$ cat config.mk
export PLATFORM = sky130hd
export DESIGN_NAME = rds_top
export DESIGN_NICKNAME = d
export VERILOG_FILES = /design/src/shared/rds_pkg.sv /design/src/rtl/rds_spi_shift.sv /design/src/rtl/rds_reg_file.sv /design/src/rtl/rds_top.sv
export SDC_FILE = /design/constraint.sdc
export NUM_CORES = 1
export LEC_CHECK = 0
export CORE_ASPECT_RATIO = 0.75
export CORE_MARGIN = 8
export CORE_UTILIZATION = 51
export CTS_CLUSTER_DIAMETER = 40
export DETAILED_ROUTE_END_ITERATION = 12
export DONT_BUFFER_PORTS = 1
export PLACE_DENSITY_LB_ADDON = 0.05
export SYNTH_ARGS = -nofsm -noshare
export SYNTH_HDL_FRONTEND = slang
export SYNTH_SLANG_ARGS = --single-unit
$ cat constraint.sdc
create_clock -name sys_clk -period 2.1 [get_ports sys_clk]
set_input_delay 0.21 -clock sys_clk [delete_from_list [all_inputs] [get_ports sys_clk]]
set_output_delay 0.21 -clock sys_clk [all_outputs]
set_load 0.1 [all_outputs]
$ cat src/shared/rds_pkg.sv
// constants shared by the relay driver serial command block
//------------------------------------------------------------------------------
// What this block does
// [RL1] Two register groups, control and diagnosis, are reached through serial command frames.
// [RL2] At power-on reset every register bit takes its defined default value.
// [RL3] A frame holds the command in bits 15:14, the pointer in bits 10:8 and data in bits 7:0.
// [RL4] The master drives bits 13 to 11 as zero, and the device ignores them.
// [RL5] Command 00 only returns the diagnosis word and changes no register.
// [RL6] Command 01 captures the pointed register and shifts it out in the next frame.
// [RL7] Command 10 returns every register to its default value.
// [RL8] Command 11 stores the data byte into the pointed register.
// [RL9] The data byte carries the value written to or read from the pointed register.
// [RL10] The diagnosis word holds a 2-bit status for channel n at bits 2n+1 and 2n.
// [RL11] The status codes are 00 short to ground, 01 open load, 10 overload, 11 normal.
// [RL12] The answer to a read is 01, three zeros, the echoed pointer, then the register data.
// [RL13] A read takes two frames: the request, then the frame that carries the answer.
// [RL14] The command sent in the answer frame is decoded and executed as usual.
// [RL15] Defaults apply on any reset, and the input mapping register defaults to 08 hex.
// [RL16] After power-up the third parallel input drives output channel three.
// [RL17] Writes to the read-only output state register or to pointer 000 change nothing.
//------------------------------------------------------------------------------
package rds_pkg;

  //----------------------------------------------------------------------------
  // frame layout
  //----------------------------------------------------------------------------
  localparam int FRAME_BITS = 16;
  localparam int CMD_HI     = 15;
  localparam int CMD_LO     = 14;
  localparam int PTR_HI     = 10;
  localparam int PTR_LO     = 8;
  localparam int DATA_HI    = 7;
  localparam int DATA_LO    = 0;
  localparam int CHANNELS   = 8;
  localparam int PAR_INPUTS = 3;

  localparam logic [4:0] CNT_FULL = 5'h10;  // bits in a complete frame

  // command codes
  localparam logic [1:0] CMD_DIAG  = 2'h0;
  localparam logic [1:0] CMD_READ  = 2'h1;
  localparam logic [1:0] CMD_RESET = 2'h2;
  localparam logic [1:0] CMD_WRITE = 2'h3;

  // header of a read answer
  localparam logic [1:0] ANS_TAG  = 2'h1;
  localparam logic [2:0] ANS_FILL = 3'h0;

  // channel diagnosis codes
  localparam logic [1:0] DIAG_SHORT_GND = 2'h0;
  localparam logic [1:0] DIAG_OPEN_LOAD = 2'h1;
  localparam logic [1:0] DIAG_OVERLOAD  = 2'h2;
  localparam logic [1:0] DIAG_NORMAL    = 2'h3;

  //----------------------------------------------------------------------------
  // register pointers and defaults
  //----------------------------------------------------------------------------
  localparam logic [2:0] PTR_UNUSED        = 3'h0;
  localparam logic [2:0] PTR_INPUT_MAPPING = 3'h1;
  localparam logic [2:0] PTR_BULB_CFG      = 3'h2;
  localparam logic [2:0] PTR_OVERLOAD_CFG  = 3'h3;
  localparam logic [2:0] PTR_OVERTEMP_CFG  = 3'h4;
  localparam logic [2:0] PTR_SLEW_CFG      = 3'h5;
  localparam logic [2:0] PTR_OUTPUT_STATE  = 3'h6;
  localparam logic [2:0] PTR_OUTPUT_CTRL   = 3'h7;

  localparam logic [7:0] RST_INPUT_MAPPING = 8'h08;
  localparam logic [7:0] RST_OTHER         = 8'h00;

  typedef enum logic [1:0] {RDS_IDLE, RDS_FRAME, RDS_EXEC} rds_state_e;

endpackage : rds_pkg

$ cat src/rtl/rds_spi_shift.sv
// serial shifter: frame detection, receive and transmit shift registers
`timescale 1ns/1ps
module rds_spi_shift
  import rds_pkg::*;
(
  input  wire logic        sys_clk,
  input  wire logic        rst_n,
  input  wire logic        cs_n,
  input  wire logic        sclk,
  input  wire logic        si,
  input  wire logic [15:0] tx_word,
  output logic             so_o,
  output logic             so_oe,
  output logic             frame_start,
  output logic             frame_end,
  output logic [4:0]       bit_cnt,
  output logic [15:0]      rx_word
);

  logic       sclk_q_r;
  logic       cs_q_r;
  logic [15:0] tx_r;

  //----------------------------------------------------------------------------
  // edge detection on the sampled pins
  //----------------------------------------------------------------------------
  wire cs_fall   = cs_q_r & ~cs_n;
  wire cs_rise   = ~cs_q_r & cs_n;
  wire sclk_rise = ~cs_n & sclk & ~sclk_q_r;
  wire sclk_fall = ~cs_n & ~sclk & sclk_q_r;

  assign frame_start = cs_fall;
  assign frame_end   = cs_rise;

  // data out on rising edge, data in on falling edge
  always_ff @(posedge sys_clk) begin
    if (!rst_n) begin
      sclk_q_r <= 1'b0;
      cs_q_r   <= 1'b1;
      tx_r     <= 16'h0000;
      rx_word  <= 16'h0000;
      bit_cnt  <= 5'h00;
      so_o     <= 1'b0;
      so_oe    <= 1'b0;
    end else begin
      sclk_q_r <= sclk;
      cs_q_r   <= cs_n;
      so_oe    <= ~cs_n;                     // drive only inside a frame
      if (cs_fall) begin
        tx_r    <= tx_word;
        bit_cnt <= 5'h00;
        so_o    <= 1'b0;
      end else begin
        if (sclk_rise) begin
          so_o <= tx_r[FRAME_BITS-1];        // msb first
          tx_r <= {tx_r[14:0], 1'b0};
        end
        if (sclk_fall) begin
          rx_word <= {rx_word[14:0], si};
          if (bit_cnt != 5'h1f)
            bit_cnt <= bit_cnt + 5'h01;      // saturates on overlong frames
        end
      end
    end
  end

endmodule : rds_spi_shift

$ cat src/rtl/rds_reg_file.sv
// configuration register file with pointer access and bulk default load
`timescale 1ns/1ps
module rds_reg_file
  import rds_pkg::*;
(
  input  wire logic       sys_clk,
  input  wire logic       rst_n,
  input  wire logic       wr_en,
  input  wire logic       load_defaults,
  input  wire logic [2:0] ptr,
  input  wire logic [7:0] wdata,
  input  wire logic [7:0] output_state,
  output logic [7:0]      rdata,
  output logic [7:0]      input_mapping,
  output logic [7:0]      bulb_overload_cfg,
  output logic [7:0]      overload_behaviour_cfg,
  output logic [7:0]      overtemp_behaviour_cfg,
  output logic [7:0]      slew_rate_cfg,
  output logic [7:0]      output_control
);

  logic [7:0] regs_r [0:7];

  // default value of a pointer
  function automatic logic [7:0] reg_default(input logic [2:0] p);
    reg_default = (p == PTR_INPUT_MAPPING) ? RST_INPUT_MAPPING : RST_OTHER;  // [RL15]
  endfunction : reg_default

  // only the writable pointers hold storage
  function automatic logic writable(input logic [2:0] p);
    writable = (p != PTR_UNUSED) && (p != PTR_OUTPUT_STATE);
  endfunction : writable

  //----------------------------------------------------------------------------
  // storage, one generate slice per pointer
  //----------------------------------------------------------------------------
  for (genvar g = 0; g < 8; g++) begin : g_reg
    always_ff @(posedge sys_clk) begin
      if (!rst_n || load_defaults || !writable(3'(g)))
        regs_r[g] <= reg_default(3'(g));   // [RL2] [RL7]
      else if (wr_en && ptr == 3'(g))
        regs_r[g] <= wdata;                // [RL8] [RL17]
    end
  end

  // read mux; the output state register reflects live channel state
  assign rdata = (ptr == PTR_OUTPUT_STATE) ? output_state : regs_r[ptr];  // [RL1]

  assign input_mapping          = regs_r[PTR_INPUT_MAPPING];
  assign bulb_overload_cfg      = regs_r[PTR_BULB_CFG];
  assign overload_behaviour_cfg = regs_r[PTR_OVERLOAD_CFG];
  assign overtemp_behaviour_cfg = regs_r[PTR_OVERTEMP_CFG];
  assign slew_rate_cfg          = regs_r[PTR_SLEW_CFG];
  assign output_control         = regs_r[PTR_OUTPUT_CTRL];

endmodule : rds_reg_file

$ cat src/rtl/rds_top.sv
// top of the relay driver serial command interpreter
`timescale 1ns/1ps
module rds_top
  import rds_pkg::*;
(
  input  wire logic       sys_clk,
  input  wire logic       rst_n,
  // serial port pins
  input  wire logic       cs_n,
  input  wire logic       sclk,
  input  wire logic       si,
  output logic            so_o,
  output logic            so_oe,
  // parallel inputs, third_parallel_input is bit 2
  input  wire logic [2:0] par_in,
  // per-channel fault indications from the power stages
  input  wire logic [7:0] short_gnd,
  input  wire logic [7:0] open_load,
  input  wire logic [7:0] overload,
  // channel drive and configuration towards the power stages
  output logic [7:0]      chan_on,
  output logic [7:0]      bulb_cfg,
  output logic [7:0]      overload_cfg,
  output logic [7:0]      overtemp_cfg,
  output logic [7:0]      slew_cfg
);

  //----------------------------------------------------------------------------
  // declarations
  //----------------------------------------------------------------------------
  rds_state_e  state_r;
  rds_state_e  state_nxt;
  logic        read_pend_r;
  logic [15:0] read_ans_r;
  logic [15:0] diag_word;
  logic [15:0] tx_word;
  logic [15:0] rx_word;
  logic [4:0]  bit_cnt;
  logic        frame_start;
  logic        frame_end;
  logic [7:0]  rdata;
  logic [7:0]  input_mapping;
  logic [7:0]  bulb_w;
  logic [7:0]  ovl_w;
  logic [7:0]  ovt_w;
  logic [7:0]  slew_w;
  logic [7:0]  output_control;
  logic [7:0]  chan_nxt;
  logic [7:0]  chan_on_r;

  // status code of one channel, short wins over overload over open load
  function automatic logic [1:0] diag_code(input logic sg, input logic ol, input logic ov);
    if (sg)
      diag_code = DIAG_SHORT_GND;
    else if (ov)
      diag_code = DIAG_OVERLOAD;
    else if (ol)
      diag_code = DIAG_OPEN_LOAD;
    else
      diag_code = DIAG_NORMAL;
  endfunction : diag_code

  // parallel input that a mapped channel follows
  function automatic logic [1:0] chan_input(input int n);
    case (n)
      0, 4:    chan_input = 2'h0;
      1, 5:    chan_input = 2'h1;
      default: chan_input = 2'h2;
    endcase
  endfunction : chan_input

  //----------------------------------------------------------------------------
  // serial shifter
  //----------------------------------------------------------------------------
  rds_spi_shift u_shift (
    .sys_clk     (sys_clk),
    .rst_n       (rst_n),
    .cs_n        (cs_n),
    .sclk        (sclk),
    .si          (si),
    .tx_word     (tx_word),
    .so_o        (so_o),
    .so_oe       (so_oe),
    .frame_start (frame_start),
    .frame_end   (frame_end),
    .bit_cnt     (bit_cnt),
    .rx_word     (rx_word)
  );

  //----------------------------------------------------------------------------
  // frame decode
  //----------------------------------------------------------------------------
  // bits 13:11 are not looked at
  wire [1:0] rx_cmd   = rx_word[CMD_HI:CMD_LO];     // [RL3] [RL4]
  wire [2:0] rx_ptr   = rx_word[PTR_HI:PTR_LO];     // [RL3]
  wire [7:0] rx_data  = rx_word[DATA_HI:DATA_LO];   // [RL3] [RL9]
  wire       full     = (bit_cnt == CNT_FULL);
  wire       exec     = (state_r == RDS_EXEC);
  wire       do_write = exec && (rx_cmd == CMD_WRITE);  // [RL8]
  wire       do_reset = exec && (rx_cmd == CMD_RESET);  // [RL7]
  wire       do_read  = exec && (rx_cmd == CMD_READ);   // [RL6]

  //----------------------------------------------------------------------------
  // register file
  //----------------------------------------------------------------------------
  rds_reg_file u_regs (
    .sys_clk                (sys_clk),
    .rst_n                  (rst_n),
    .wr_en                  (do_write),
    .load_defaults          (do_reset),
    .ptr                    (rx_ptr),
    .wdata                  (rx_data),
    .output_state           (chan_on_r),
    .rdata                  (rdata),
    .input_mapping          (input_mapping),
    .bulb_overload_cfg      (bulb_w),
    .overload_behaviour_cfg (ovl_w),
    .overtemp_behaviour_cfg (ovt_w),
    .slew_rate_cfg          (slew_w),
    .output_control         (output_control)
  );

  //----------------------------------------------------------------------------
  // diagnosis word and transmit selection
  //----------------------------------------------------------------------------
  for (genvar n = 0; n < CHANNELS; n++) begin : g_diag
    // channel_diag_pair of channel n
    assign diag_word[2*n+1:2*n] = diag_code(short_gnd[n], open_load[n], overload[n]);  // [RL10] [RL11]
  end

  // a pending read answer replaces the diagnosis word for one frame
  assign tx_word = read_pend_r ? read_ans_r : diag_word;  // [RL5] [RL13]

  //----------------------------------------------------------------------------
  // channel drive: control bit or mapped parallel input
  //----------------------------------------------------------------------------
  for (genvar n = 0; n < CHANNELS; n++) begin : g_chan
    // input_assign_bit n picks the parallel input for channel n
    assign chan_nxt[n] = input_mapping[n] ? par_in[chan_input(n)]  // [RL16]
                                          : output_control[n];
  end

  //----------------------------------------------------------------------------
  // frame state machine
  //----------------------------------------------------------------------------
  always_comb begin
    state_nxt = state_r;
    case (state_r)
      RDS_IDLE: begin
        if (frame_start)
          state_nxt = RDS_FRAME;
      end
      RDS_FRAME: begin
        if (frame_end)
          state_nxt = full ? RDS_EXEC : RDS_IDLE;  // short or long frames are dropped
      end
      RDS_EXEC: begin
        state_nxt = frame_start ? RDS_FRAME : RDS_IDLE;  // [RL14]
      end
      default: begin
        state_nxt = RDS_IDLE;
      end
    endcase
  end

  always_ff @(posedge sys_clk) begin
    if (!rst_n)
      state_r <= RDS_IDLE;
    else
      state_r <= state_nxt;
  end

  //----------------------------------------------------------------------------
  // read answer capture and hand-over to the next frame
  //----------------------------------------------------------------------------
  // a new read in the answer frame arms the following frame again
  always_ff @(posedge sys_clk) begin
    if (!rst_n) begin
      read_pend_r <= 1'b0;
      read_ans_r  <= 16'h0000;
    end else if (do_read) begin
      read_pend_r <= 1'b1;                                   // [RL6] [RL13]
      read_ans_r  <= {ANS_TAG, ANS_FILL, rx_ptr, rdata};     // [RL12] [RL9]
    end else if (frame_start) begin
      read_pend_r <= 1'b0;                                   // answer consumed
    end
  end

  //----------------------------------------------------------------------------
  // registered outputs
  //----------------------------------------------------------------------------
  always_ff @(posedge sys_clk) begin
    if (!rst_n) begin
      chan_on_r    <= 8'h00;
      bulb_cfg     <= RST_OTHER;
      overload_cfg <= RST_OTHER;
      overtemp_cfg <= RST_OTHER;
      slew_cfg     <= RST_OTHER;
    end else begin
      chan_on_r    <= chan_nxt;
      bulb_cfg     <= bulb_w;
      overload_cfg <= ovl_w;
      overtemp_cfg <= ovt_w;
      slew_cfg     <= slew_w;
    end
  end

  assign chan_on = chan_on_r;

endmodule : rds_top

==> results.md, run 1 <==
* Met1 usage at 27.75%
* Post-synthesis adder-cell area fraction at 0.6218%
* Synthesis Warnings at 0
* Cells after synthesis at 555
* Hold crit path type: in2reg
* Inst Count DP at 748
* Simple-Gate Fraction of Synth Area at 20.10%
* Hold Vio Cnt, Final at 0
* Mux contribution to synthesized area at 5.347%
* Clock buffer depth at 2
* CTS hold repair buffers at 7
* M3 GR Usage at 5.680%
* Bufs and invs on worst path at 0
* Ratio of cells with drive above 1 in the final layout at 18.08%
* Gr busiest metal: met1
* Via density at 5.511
* First-pass GRT wire length at 22,650 um
* Core Region at 11,570 sq um
* Maximum VDD drop at 0.5429 mV
* Largest net degree at the start of global routing at 90
* XOR/XNOR Fraction of Synth Area at 0.4352%
* Post-CTS setup buffers at 0
* Tmin final at 1.837 ns
* Clock slew at reported path FFs at 0.06 ns
* Crit-path leading delay family: simple AND/OR/NAND/NOR gates
* Total number of vias at 4,337
* Synth area leader: dfxtp_1
* Synth area leaders: dfxtp_1 33%, edfxtp_1 24%, and2_1 8.4%, nand2_1 4.2%, o21ai_0 2.2%
* Final Util at 62.36%
* Final setup violating endpoints at 0
* Leak at 2.685 nW
* TritonCTS buffer count at 17
* Slew HR at 61.33%
* Post-synth top cells: 99 x dfxtp_1, 81 x and2_1, 68 x nand2_1
* Synth Area per Inst at 10.88 sq um
* PD cells at 946.3 nW/um^2
* Slew @ Worst Pin at 0.5793 ns
* Initial core utilization at 52.17%
* RSZ-0062 raised after global routing: no
* Post-route ant nets at 0
* Drt pass-1 iters at 5
* Antenna diode count at 0
* TritonCTS clock tree: done
* Routability cong. at 0.8799
* Die width at 141.6 um
* Max-slew violation count at 0
* Gr ovfl total at 0
* Cts repair resizes at 0
* CP Class: reg2reg
* Post-synth top flop: dfxtp_1
* I/O Buffers at 0
* Total length of routed wires at 14,800 um
* Most frequent cell after synthesis: dfxtp_1
* Final net count at 647
* Final worst-path cycle share at 87.48%
* Worst-path maximum fanout at 6
* Most used cell, CP: ha_1
* Later-pin clock latency in the skew report at 0.42 ns
* GRT Total Usage at 19.33%
* CTS H-tree lvls at 4
* Wire per inst at 18.80 um
* # IOs at 74
* Crit path DAT at 2.14 ns
* Clock Sink Count at 147
* Met2 Use GR at 27.56%
* Synth Register Bits at 147
* Number of global-route vias before repair at 3,923
* Outcome: completed
* Ys async rst share at 0%
* Sequential-to-total area share from yosys stat at 56.70%
* Max Freq at 544.3 MHz
* Clk root buf: clkbuf_16
* Sum of negative setup slack at 0 ns
* Syn-to-layout area delta at 19.52%
* Max Cap Violations at 0
* Initial antenna violation count at 0
* Hpwl dp at 10,140 um
* Critical path, cell by cell: ha_1, and3_1, ha_1, nor4b_4, nand4_1, xor2_1, nor2_1
* Number of flops mapped to enable cells by yosys at 48
* Mapped cell area at 6037 sq um
* Largest family of logic cells by synthesized area: simple AND/OR/NAND/NOR gates
* Starting DRT DRC Count at 522
* Complex-gate fraction of the synthesized area at 13.22%
* Die area at 15,610 sq um
* Fin cells at 787
* Slowest CP cell: nor4b_4
* Final Skew at 0.006292 ns
* DR DRC count at 0
* Startpoint Class: register
* Yosys top cell area share at 32.83%
* Post-synth net total at 590
* Critical path capture point type: register
* Die Ht at 110.2 um
* Netlist cell types at 57
* CP required at 2.41 ns
* Rows at 34
* Slowest stage delay, CP at 0.40 ns
placed cells by master, fill, tap and decap left out, types with 3 or more instances in the layout:
cell type | Yosys | layout
inv_1 | 14 | 14
buf_4 | 1 | 60
dfxtp_1 | 99 | 99
dlygate4sd3_1 | 0 | 6
a21oi_1 | 7 | 7
ha_1 | 3 | 3
nand2b_1 | 4 | 4
clkinv_4 | 0 | 3
mux2i_1 | 12 | 12
and2_1 | 81 | 81
mux2_2 | 9 | 9
a21boi_1 | 10 | 10
a211o_1 | 7 | 7
a211oi_1 | 5 | 5
bufinv_16 | 0 | 3
mux2_4 | 6 | 6
nand2_1 | 68 | 68
nor2b_1 | 14 | 14
a21boi_0 | 10 | 10
nand3_1 | 10 | 10
a221oi_1 | 10 | 10
o21ai_0 | 26 | 26
edfxtp_1 | 48 | 48
a22oi_1 | 8 | 8
nor2_1 | 18 | 18
nor3b_1 | 5 | 5
clkbuf_16 | 0 | 17
a31oi_1 | 9 | 9
o221ai_1 | 4 | 4
o311ai_0 | 6 | 6
metrics by stage:
step	setup slack [ns]	power (W)	cell area, sq um	hold WS, ns
after detailed placement	0.2921	0.003784	6528	0.3217
after global routing	0.1621	0.007028	7216	0.03806
final	0.2629	0.006828	7216	0.02568
after floorplan	0.3082	0.003647	6037	0.3317
after global placement	0.3488	0.003778	6528	0.3196
after CTS	0.2805	0.006862	7216	0.01327
logic make-up (layout without fill, tap and decap cells):
logic type               Yosys count  after routing
buffers and inverters             43            113
AND/OR/NAND/NOR                  218            218
XOR/XNOR                           3              3
flip-flops                       147            147
AO/OA/AOI/OAI                    113            113
multiplexers                      28             28
adder cells (fa/ha/maj)            3              3
path summary, 6_finish.rpt:
kind	startpoint	end	slack, ns	depth (start not counted)
setup / recovery	u_shift.bit_cnt[0]	u_shift.bit_cnt[3]	0.26	7
hold / removal	par_in[1]	chan_on[1]	0.03	2
setup reg to reg	u_shift.bit_cnt[0]	u_shift.bit_cnt[3]	0.26	7
hold reg to reg	u_shift.rx_word[12]	u_shift.rx_word[13]	0.45	2
layer usage:
metal	wire (um)	part of all wire, %
met1	7269	49
met2	6271	42
met3	1133	7.7
met4	123	0.83
met5	0	0
flip-flops by register name, summed over array words and instances (netlist names), 2 cells and up, named ones only:
name and cells:
overtemp_cfg 8, u_shift.bit_cnt 5, overload_cfg 8, slew_cfg 8
bulb_cfg 8, u_shift.tx_r 16, read_ans_r 12, u_regs.regs_r 48
chan_on 8, state_r 2, u_shift.rx_word 16
worst register-to-register path, stage by stage, from the launching register on:
cell	delay, ns
dfxtp_1	0.34
ha_1	0.22
and3_1	0.19
ha_1	0.21
nor4b_4	0.40
nand4_1	0.17
xor2_1	0.16
nor2_1	0.05
layout make-up:
type	count	area, sq um
inverters	14	52.55
well taps	162	202.7
flip-flops and latches	147	3423
clock buffers	20	446.7
clock inverters	12	153.9
fillers	956	4355
multi-input cells	365	2399
repair buffers	67	538.0
report_power, final:
part           switching (W)  total (W)  internal [W]
Clock                0.00117    0.00307       0.00190
Combinational       0.000471   0.000642      0.000171
Sequential         0.0000715    0.00312       0.00305
Total                0.00171    0.00683       0.00512
Note: power is estimated with default switching activity, not from simulation.
==> run 2: changes to the inputs <==
- CORE_UTILIZATION: 51 -> 63
- clock period: 2.1 -> 1.85 ns (I/O delays scaled with it)
==> results.md, run 2 (same netlist as run 1, synthesis figures left out) <==
* Filler cells at 666 (-30%)
* Startpoint Class: register
* Clock share of power at 43.4% (-1.5 points)
* Rows at 31 (-8.8%)
* Largest net degree at the start of global routing at 90 (unchanged)
* Total length of routed wires at 13,910 um (-6.0%)
* Pre-CTS WS at -0.003716 ns (-0.2958 ns)
* Core Region at 9503 sq um (-18%)
* Most common library cell in the layout ignoring fill and taps: dfxtp_1
* Antenna diode count at 0 (unchanged)
* Critical path capture point type: register
* Met1 usage at 28.61% (+0.86 points)
* CP Capture Point: u_shift.bit_cnt[3]
* Worst-path maximum fanout at 5 (-1)
* Starting DRT DRC Count at 357 (-32%)
* Net Sw Power at 0.001868 W (+9.4%)
* Final net count at 652 (+0.77%)
* TritonCTS clock tree: done
* Worst setup margin at 0.09830 ns (-0.1646 ns)
* Gr ovfl total at 0 (unchanged)
* CTS H-tree lvls at 4 (unchanged)
* CP Launch Point: u_shift.bit_cnt[0]
* Initial core utilization at 63.53% (+11 points)
* Biggest regs: u_regs.regs_r: 48 flops, u_shift.rx_word: 16 flops, u_shift.tx_r: 16 flops
* Most frequent cells in the layout: 97 x dfxtp_1, 81 x and2_1, 68 x nand2_1
* Drt pass-1 iters at 6 (+1)
* Max Freq at 570.9 MHz (+4.9%)
* Clock Sink Count at 147 (unchanged)
* Number of global-route vias before repair at 4,288 (+9.3%)
* Min-Delay Startpoint: par_in[1]
* Final Skew at 0.006052 ns (-0.0002400 ns)
* Final worst-path cycle share at 94.69% (+7.2 points)
* I/O Buffers at 0 (unchanged)
* Hpwl dp at 9545 um (-5.9%)
* Max-slew violation count at 0 (unchanged)
* Via density at 5.715 (+3.7%)
* Clk root buf: clkbuf_16
* Total power at 0.007546 W (+11%)
* Outcome: completed
* Die Ht at 100.8 um (-8.6%)
* Slew HR at 62.35% (+1.0 points)
* Reg2reg setup slack at 0.1 ns (-0.16 ns)
* Post-route ant nets at 0 (unchanged)
* DR DRC count at 0 (unchanged)
* TritonCTS buffer count at 17 (unchanged)
* PD cells at 1046 nW/um^2 (+11%)
* Clock slew at reported path FFs at 0.06 ns (about the same)
* First-pass GRT wire length at 21,870 um (-3.4%)
* Maximum VDD drop at 0.6130 mV (+13%)
* Routability cong. at 0.9189 (+4.4%)
* Initial antenna violation count at 0 (unchanged)
* Hold crit path type: in2reg
* RSZ-0062 raised after global routing: no
* Crit path DAT at 2.05 ns (-0.09 ns)
* Hold Vio Cnt, Final at 0 (unchanged)
* Power share of the sequential group at 46.9% (+1.2 points)
* Hold_ws at 0.01416 ns (-0.01152 ns)
* Slew @ Worst Pin at 0.5640 ns (-0.01523 ns)
* Syn-to-layout area delta at 19.52% (unchanged)
* GRT Total Usage at 22.07% (+2.7 points)
* Final setup violating endpoints at 0 (unchanged)
* Int Pwr at 0.005678 W (+11%)
* Worst-case reg-to-reg path depth at 8 (+1)
* Later-pin clock latency in the skew report at 0.42 ns (about the same)
* Biggest register: u_regs.regs_r
* Ratio of cells with drive above 1 in the final layout at 19.37% (+1.3 points)
* Met2 Use GR at 34.55% (+7.0 points)
* Tmin final at 1.752 ns (-0.08540 ns)
* Gate power share at 9.7% (+0.3 points)
* # IOs at 74 (unchanged)
* CP Class: reg2reg
* Leak at 2.710 nW (+0.92%)
* Worst reg2reg endpoint: u_shift.bit_cnt[3]
* Gr busiest metal: met2
* Reg-to-reg startpoint: u_shift.bit_cnt[0]
* CP required at 2.15 ns (-0.26 ns)
* Total number of vias at 4,355 (+0.42%)
* Die area at 13,000 sq um (-17%)
* M3 GR Usage at 5.497% (-0.18 points)
* Die width at 129.0 um (-8.9%)
* Sum of negative setup slack at 0 ns (unchanged)
* Max Cap Violations at 0 (unchanged)
* Clock buffer depth at 2 (unchanged)
* Wire per inst at 18.25 um (-2.9%)
* Switching share of power at 24.76% (-0.25 points)
* Largest register FFs at 48 (unchanged)
run 2: changes by cell type in the layout (fill, tap and decap cells not counted), sizes merged:
cell / previous run / this run
clkinv: 6 / 4
clkbuf: 20 / 25
buf: 61 / 65
clkinvlp: 1 / 0
inv: 16 / 17
dlygate4sd3: 6 / 7
bufinv: 3 / 0
run 2: layout make-up:
type,count,area (sq um),share of cell area [%]
multi-input cells,365,2404,33.31
inverters,14,52.55,0.7283
clock inverters,7,38.79,0.5375
clock buffers,25,539.3,7.474
well taps,132,165.2,2.289
repair buffers,72,590.6,8.184
flip-flops and latches,147,3426,47.48
run 2: repair_timing:
item                                    4_1_cts  5_1_grt
hold buffers                                  8        0
endpoints found under the setup margin        1        2
resized for setup                             0        4
endpoints found under the hold margin        94        0
pin swaps                                     1        3
setup buffers                                 1        4
run 2: how the worst min path moves through the flow:
| stage | cells after the start | endpoint |
|---|---|---|
| after floorplan | 1 | u_shift.sclk_q_r |
| after global placement | 1 | u_shift.cs_q_r |
| after detailed placement | 1 | u_shift.cs_q_r |
| after CTS | 2 | chan_on[1] |
| after global routing | 2 | chan_on[0] |
| final | 2 | chan_on[1] |
run 2: power by group through the flow:
stage	Combinational [W]	Clock (W)	Sequential [W]
2_1_floorplan	0.000205	0	0.00393
3_3_place_gp	0.000679	0	0.00359
3_5_place_dp	0.000688	0	0.00360
4_1_cts	0.000732	0.00332	0.00353
5_1_grt	0.000769	0.00343	0.00355
6_report	0.000733	0.00328	0.00354
run 2: worst max-delay path, stage by stage (launching register included):
cell and delay [ns]:
dfxtp_2 0.33, ha_2 0.18, and3_1 0.18, ha_2 0.18, nor4b_4 0.24, buf_4 0.18, nand4_1 0.11, xor2_1 0.19
nor2_1 0.05
run 2: through the flow:
| step | utilization (%) | instances | instance area [sq um] |
|---|---|---|---|
| 4_1_cts | 75.54 | 758 | 7178 |
| 2_1_floorplan | - | 555 | 6037 |
| 3_5_place_dp | 68.35 | 717 | 6495 |
| 6_report | 75.93 | 762 | 7216 |
| 5_1_grt | 75.93 | 762 | 7216 |
| 3_3_place_gp | 68.35 | 717 | 6495 |
run 2: metal layers:
metal / vias to the layer above / share of wire (%)
met5: - / 0
met4: 0 / 1.7
met3: 21 / 8.4
met2: 158 / 46
met1: 2091 / 44
li1: 2085 / -
==> run 3: changes to the inputs <==
- BUFFER_PORTS_ARGS: not set -> -buffer_cell sky130_fd_sc_hd__buf_2
- CORE_MARGIN: 8 -> 1
- CORE_UTILIZATION: 63 -> 58
- DONT_BUFFER_PORTS: 1 -> not set
==> results.md, run 3 (same netlist as run 1, synthesis figures left out) <==
* TritonCTS buffer count at 17 (unchanged)
* Slew @ Worst Pin at 0.6806 ns (+0.1166 ns)
* First-pass GRT wire length at 21,880 um (about the same)
* Die Ht at 90.36 um (-10%)
* PD cells at 1045 nW/um^2 (-0.11%)
* Clock Sink Count at 147 (unchanged)
* Max Freq at 566.3 MHz (-0.79%)
* Via density at 5.552 (-2.9%)
* Max-slew violation count at 0 (unchanged)
* Final Skew at 0.006204 ns (+0.0001521 ns)
* Largest register FFs at 48 (unchanged)
* Total length of routed wires at 13,440 um (-3.4%)
* Syn-to-layout area delta at 18.59%
* I/O Buffers at 73 (+73)
* Total number of vias at 4,364 (+0.21%)
* Rows at 31 (unchanged)
* Crit path DAT at 2.06 ns (about the same)
* Clock slew at reported path FFs at 0.06 ns (about the same)
* Most used cell, CP: ha_1
* Antenna diode count at 0 (unchanged)
* Sum of negative setup slack at 0 ns (unchanged)
* Largest net degree at the start of global routing at 36 (-60%)
* Net Sw Power at 0.001878 W (+0.53%)
* Most frequent cells in the layout: 99 x dfxtp_1, 81 x and2_1, 73 x buf_2
* Core Region at 9891 sq um (+4.1%)
* Post-route ant nets at 0 (unchanged)
* Starting DRT DRC Count at 311 (-13%)
* Final net count at 676 (+3.7%)
* # IOs at 74 (unchanged)
* Hold Vio Cnt, Final at 0 (unchanged)
* Critical path, cell by cell: ha_1, and3_1, ha_1, nor4b_4, buf_4, mux2i_1, nor2_1
* TritonCTS clock tree: done
* Cts repair resizes at 0 (unchanged)
* RSZ-0062 raised after global routing: no
* Final setup violating endpoints at 0 (unchanged)
* Power share of the sequential group at 47.2% (+0.3 points)
* CTS H-tree lvls at 4 (unchanged)
* Startpoint Class: register
* Worst-path maximum fanout at 4 (-1)
* Biggest register: u_regs.regs_r
* Initial core utilization at 61.04% (-2.5 points)
* Int Pwr at 0.005601 W (-1.4%)
* Pre-CTS WS at 0.1096 ns (+0.1133 ns)
* Wire per inst at 17.10 um (-6.3%)
* Number of global-route vias before repair at 4,247 (-0.96%)
* Critical path capture point type: register
* Die area at 10,830 sq um (-17%)
* Max Cap Violations at 0 (unchanged)
* Most common library cell in the layout ignoring fill and taps: dfxtp_1
* CP required at 2.15 ns (about the same)
* Final worst-path cycle share at 95.44% (+0.76 points)
* Outcome: completed
* Hpwl dp at 9324 um (-2.3%)
* Routability cong. at 0.8608 (-6.3%)
* Gr ovfl total at 0 (unchanged)
* Maximum VDD drop at 0.7988 mV (+30%)
* Later-pin clock latency in the skew report at 0.41 ns (about the same)
* Switching share of power at 25.11% (+0.35 points)
* Clock share of power at 43.1% (-0.3 points)
* Clock buffer depth at 2 (unchanged)
* Biggest regs: u_regs.regs_r: 48 flops, u_shift.rx_word: 16 flops, u_shift.tx_r: 16 flops
* Tmin final at 1.766 ns (+0.01400 ns)
* CTS hold repair buffers at 0 (-8)
* Leak at 2.777 nW (+2.5%)
* CP Class: reg2reg
* Gate power share at 9.7% (about the same)
* Post-CTS setup buffers at 0 (-1)
* Bufs and invs on worst path at 1 (unchanged)
* Ratio of cells with drive above 1 in the final layout at 22.78% (+3.4 points)
* Crit-path leading delay family: simple AND/OR/NAND/NOR gates
* DR DRC count at 0 (unchanged)
* Initial antenna violation count at 0 (unchanged)
* Slew HR at 54.57% (-7.8 points)
* Die width at 119.8 um (-7.2%)
* Hold crit path type: in2reg
* Worst setup margin at 0.08430 ns (-0.01400 ns)
* GRT Total Usage at 26.69% (+4.6 points)
* Slowest stage delay, CP at 0.35 ns (+0.02 ns)
* Clk root buf: clkbuf_16
* Drt pass-1 iters at 6 (unchanged)
* Slowest CP cell: dfxtp_1
run 3: cell count changes in the layout (fill, tap and decap cells not counted), sizes merged:
cell,change
inv,-3
clkinvlp,+1
buf,+31
clkbuf,-2
clkinv,+4
dlygate4sd3,-7
run 3: worst reg2reg max path, cell delays in order (launching register included):
cell     delay [ns]
dfxtp_1        0.35
ha_1           0.22
and3_1         0.18
ha_1           0.20
nor4b_4        0.28
buf_4          0.19
mux2i_1        0.18
nor2_1         0.05
run 3: final timing paths:
check	start	end	slack, ns	cells after the start
setup reg to reg	u_shift.bit_cnt[0]	u_shift.bit_cnt[4]	0.08	7
hold / removal	si	u_shift.rx_word[0]	0.02	3
setup / recovery	u_shift.bit_cnt[0]	u_shift.bit_cnt[4]	0.08	7
hold reg to reg	u_shift.rx_word[11]	u_shift.rx_word[11]	0.45	2
run 3: per-stage QoR:
step	hold WS [ns]	cell area [sq um]	std cells	total power (W)	util (%)
global placement	0.4364	6590	754	0.004312	66.63
global route	0.04549	7159	786	0.007706	72.38
finish	0.01669	7159	786	0.007479	72.38
CTS	0.008475	7159	786	0.007516	72.38
detailed placement	0.4462	6590	754	0.004324	66.63
floorplan	0.3067	6037	555	0.004140	-
run 3: cell type report:
type / instances / area, sq um
Clock inverter: 9 / 48.80
Fill cell: 708 / 2731
Clock buffer: 23 / 520.5
Inverter: 14 / 52.55
Sequential cell: 147 / 3423
Timing Repair Buffer: 96 / 550.5
Tap cell: 132 / 165.2
Multi-Input combinational cell: 365 / 2399
run 3: layer usage:
metal  routed length [um]  vias to the layer above  track usage (%)
li1                     -                     2128                -
met1                 6451                     2086            38.60
met2                 6039                      140            39.31
met3                  845                       10            5.934
met4                  105                        0            9.375
met5                    0                        -                0
run 3: power groups by stage:
stage	combinational [W]	clock (W)	sequential (W)
floorplan	0.000205	0	0.00393
global placement	0.000719	0	0.00359
detailed placement	0.000727	0	0.00360
CTS	0.000729	0.00326	0.00353
global route	0.000768	0.00339	0.00354
finish	0.000727	0.00322	0.00353
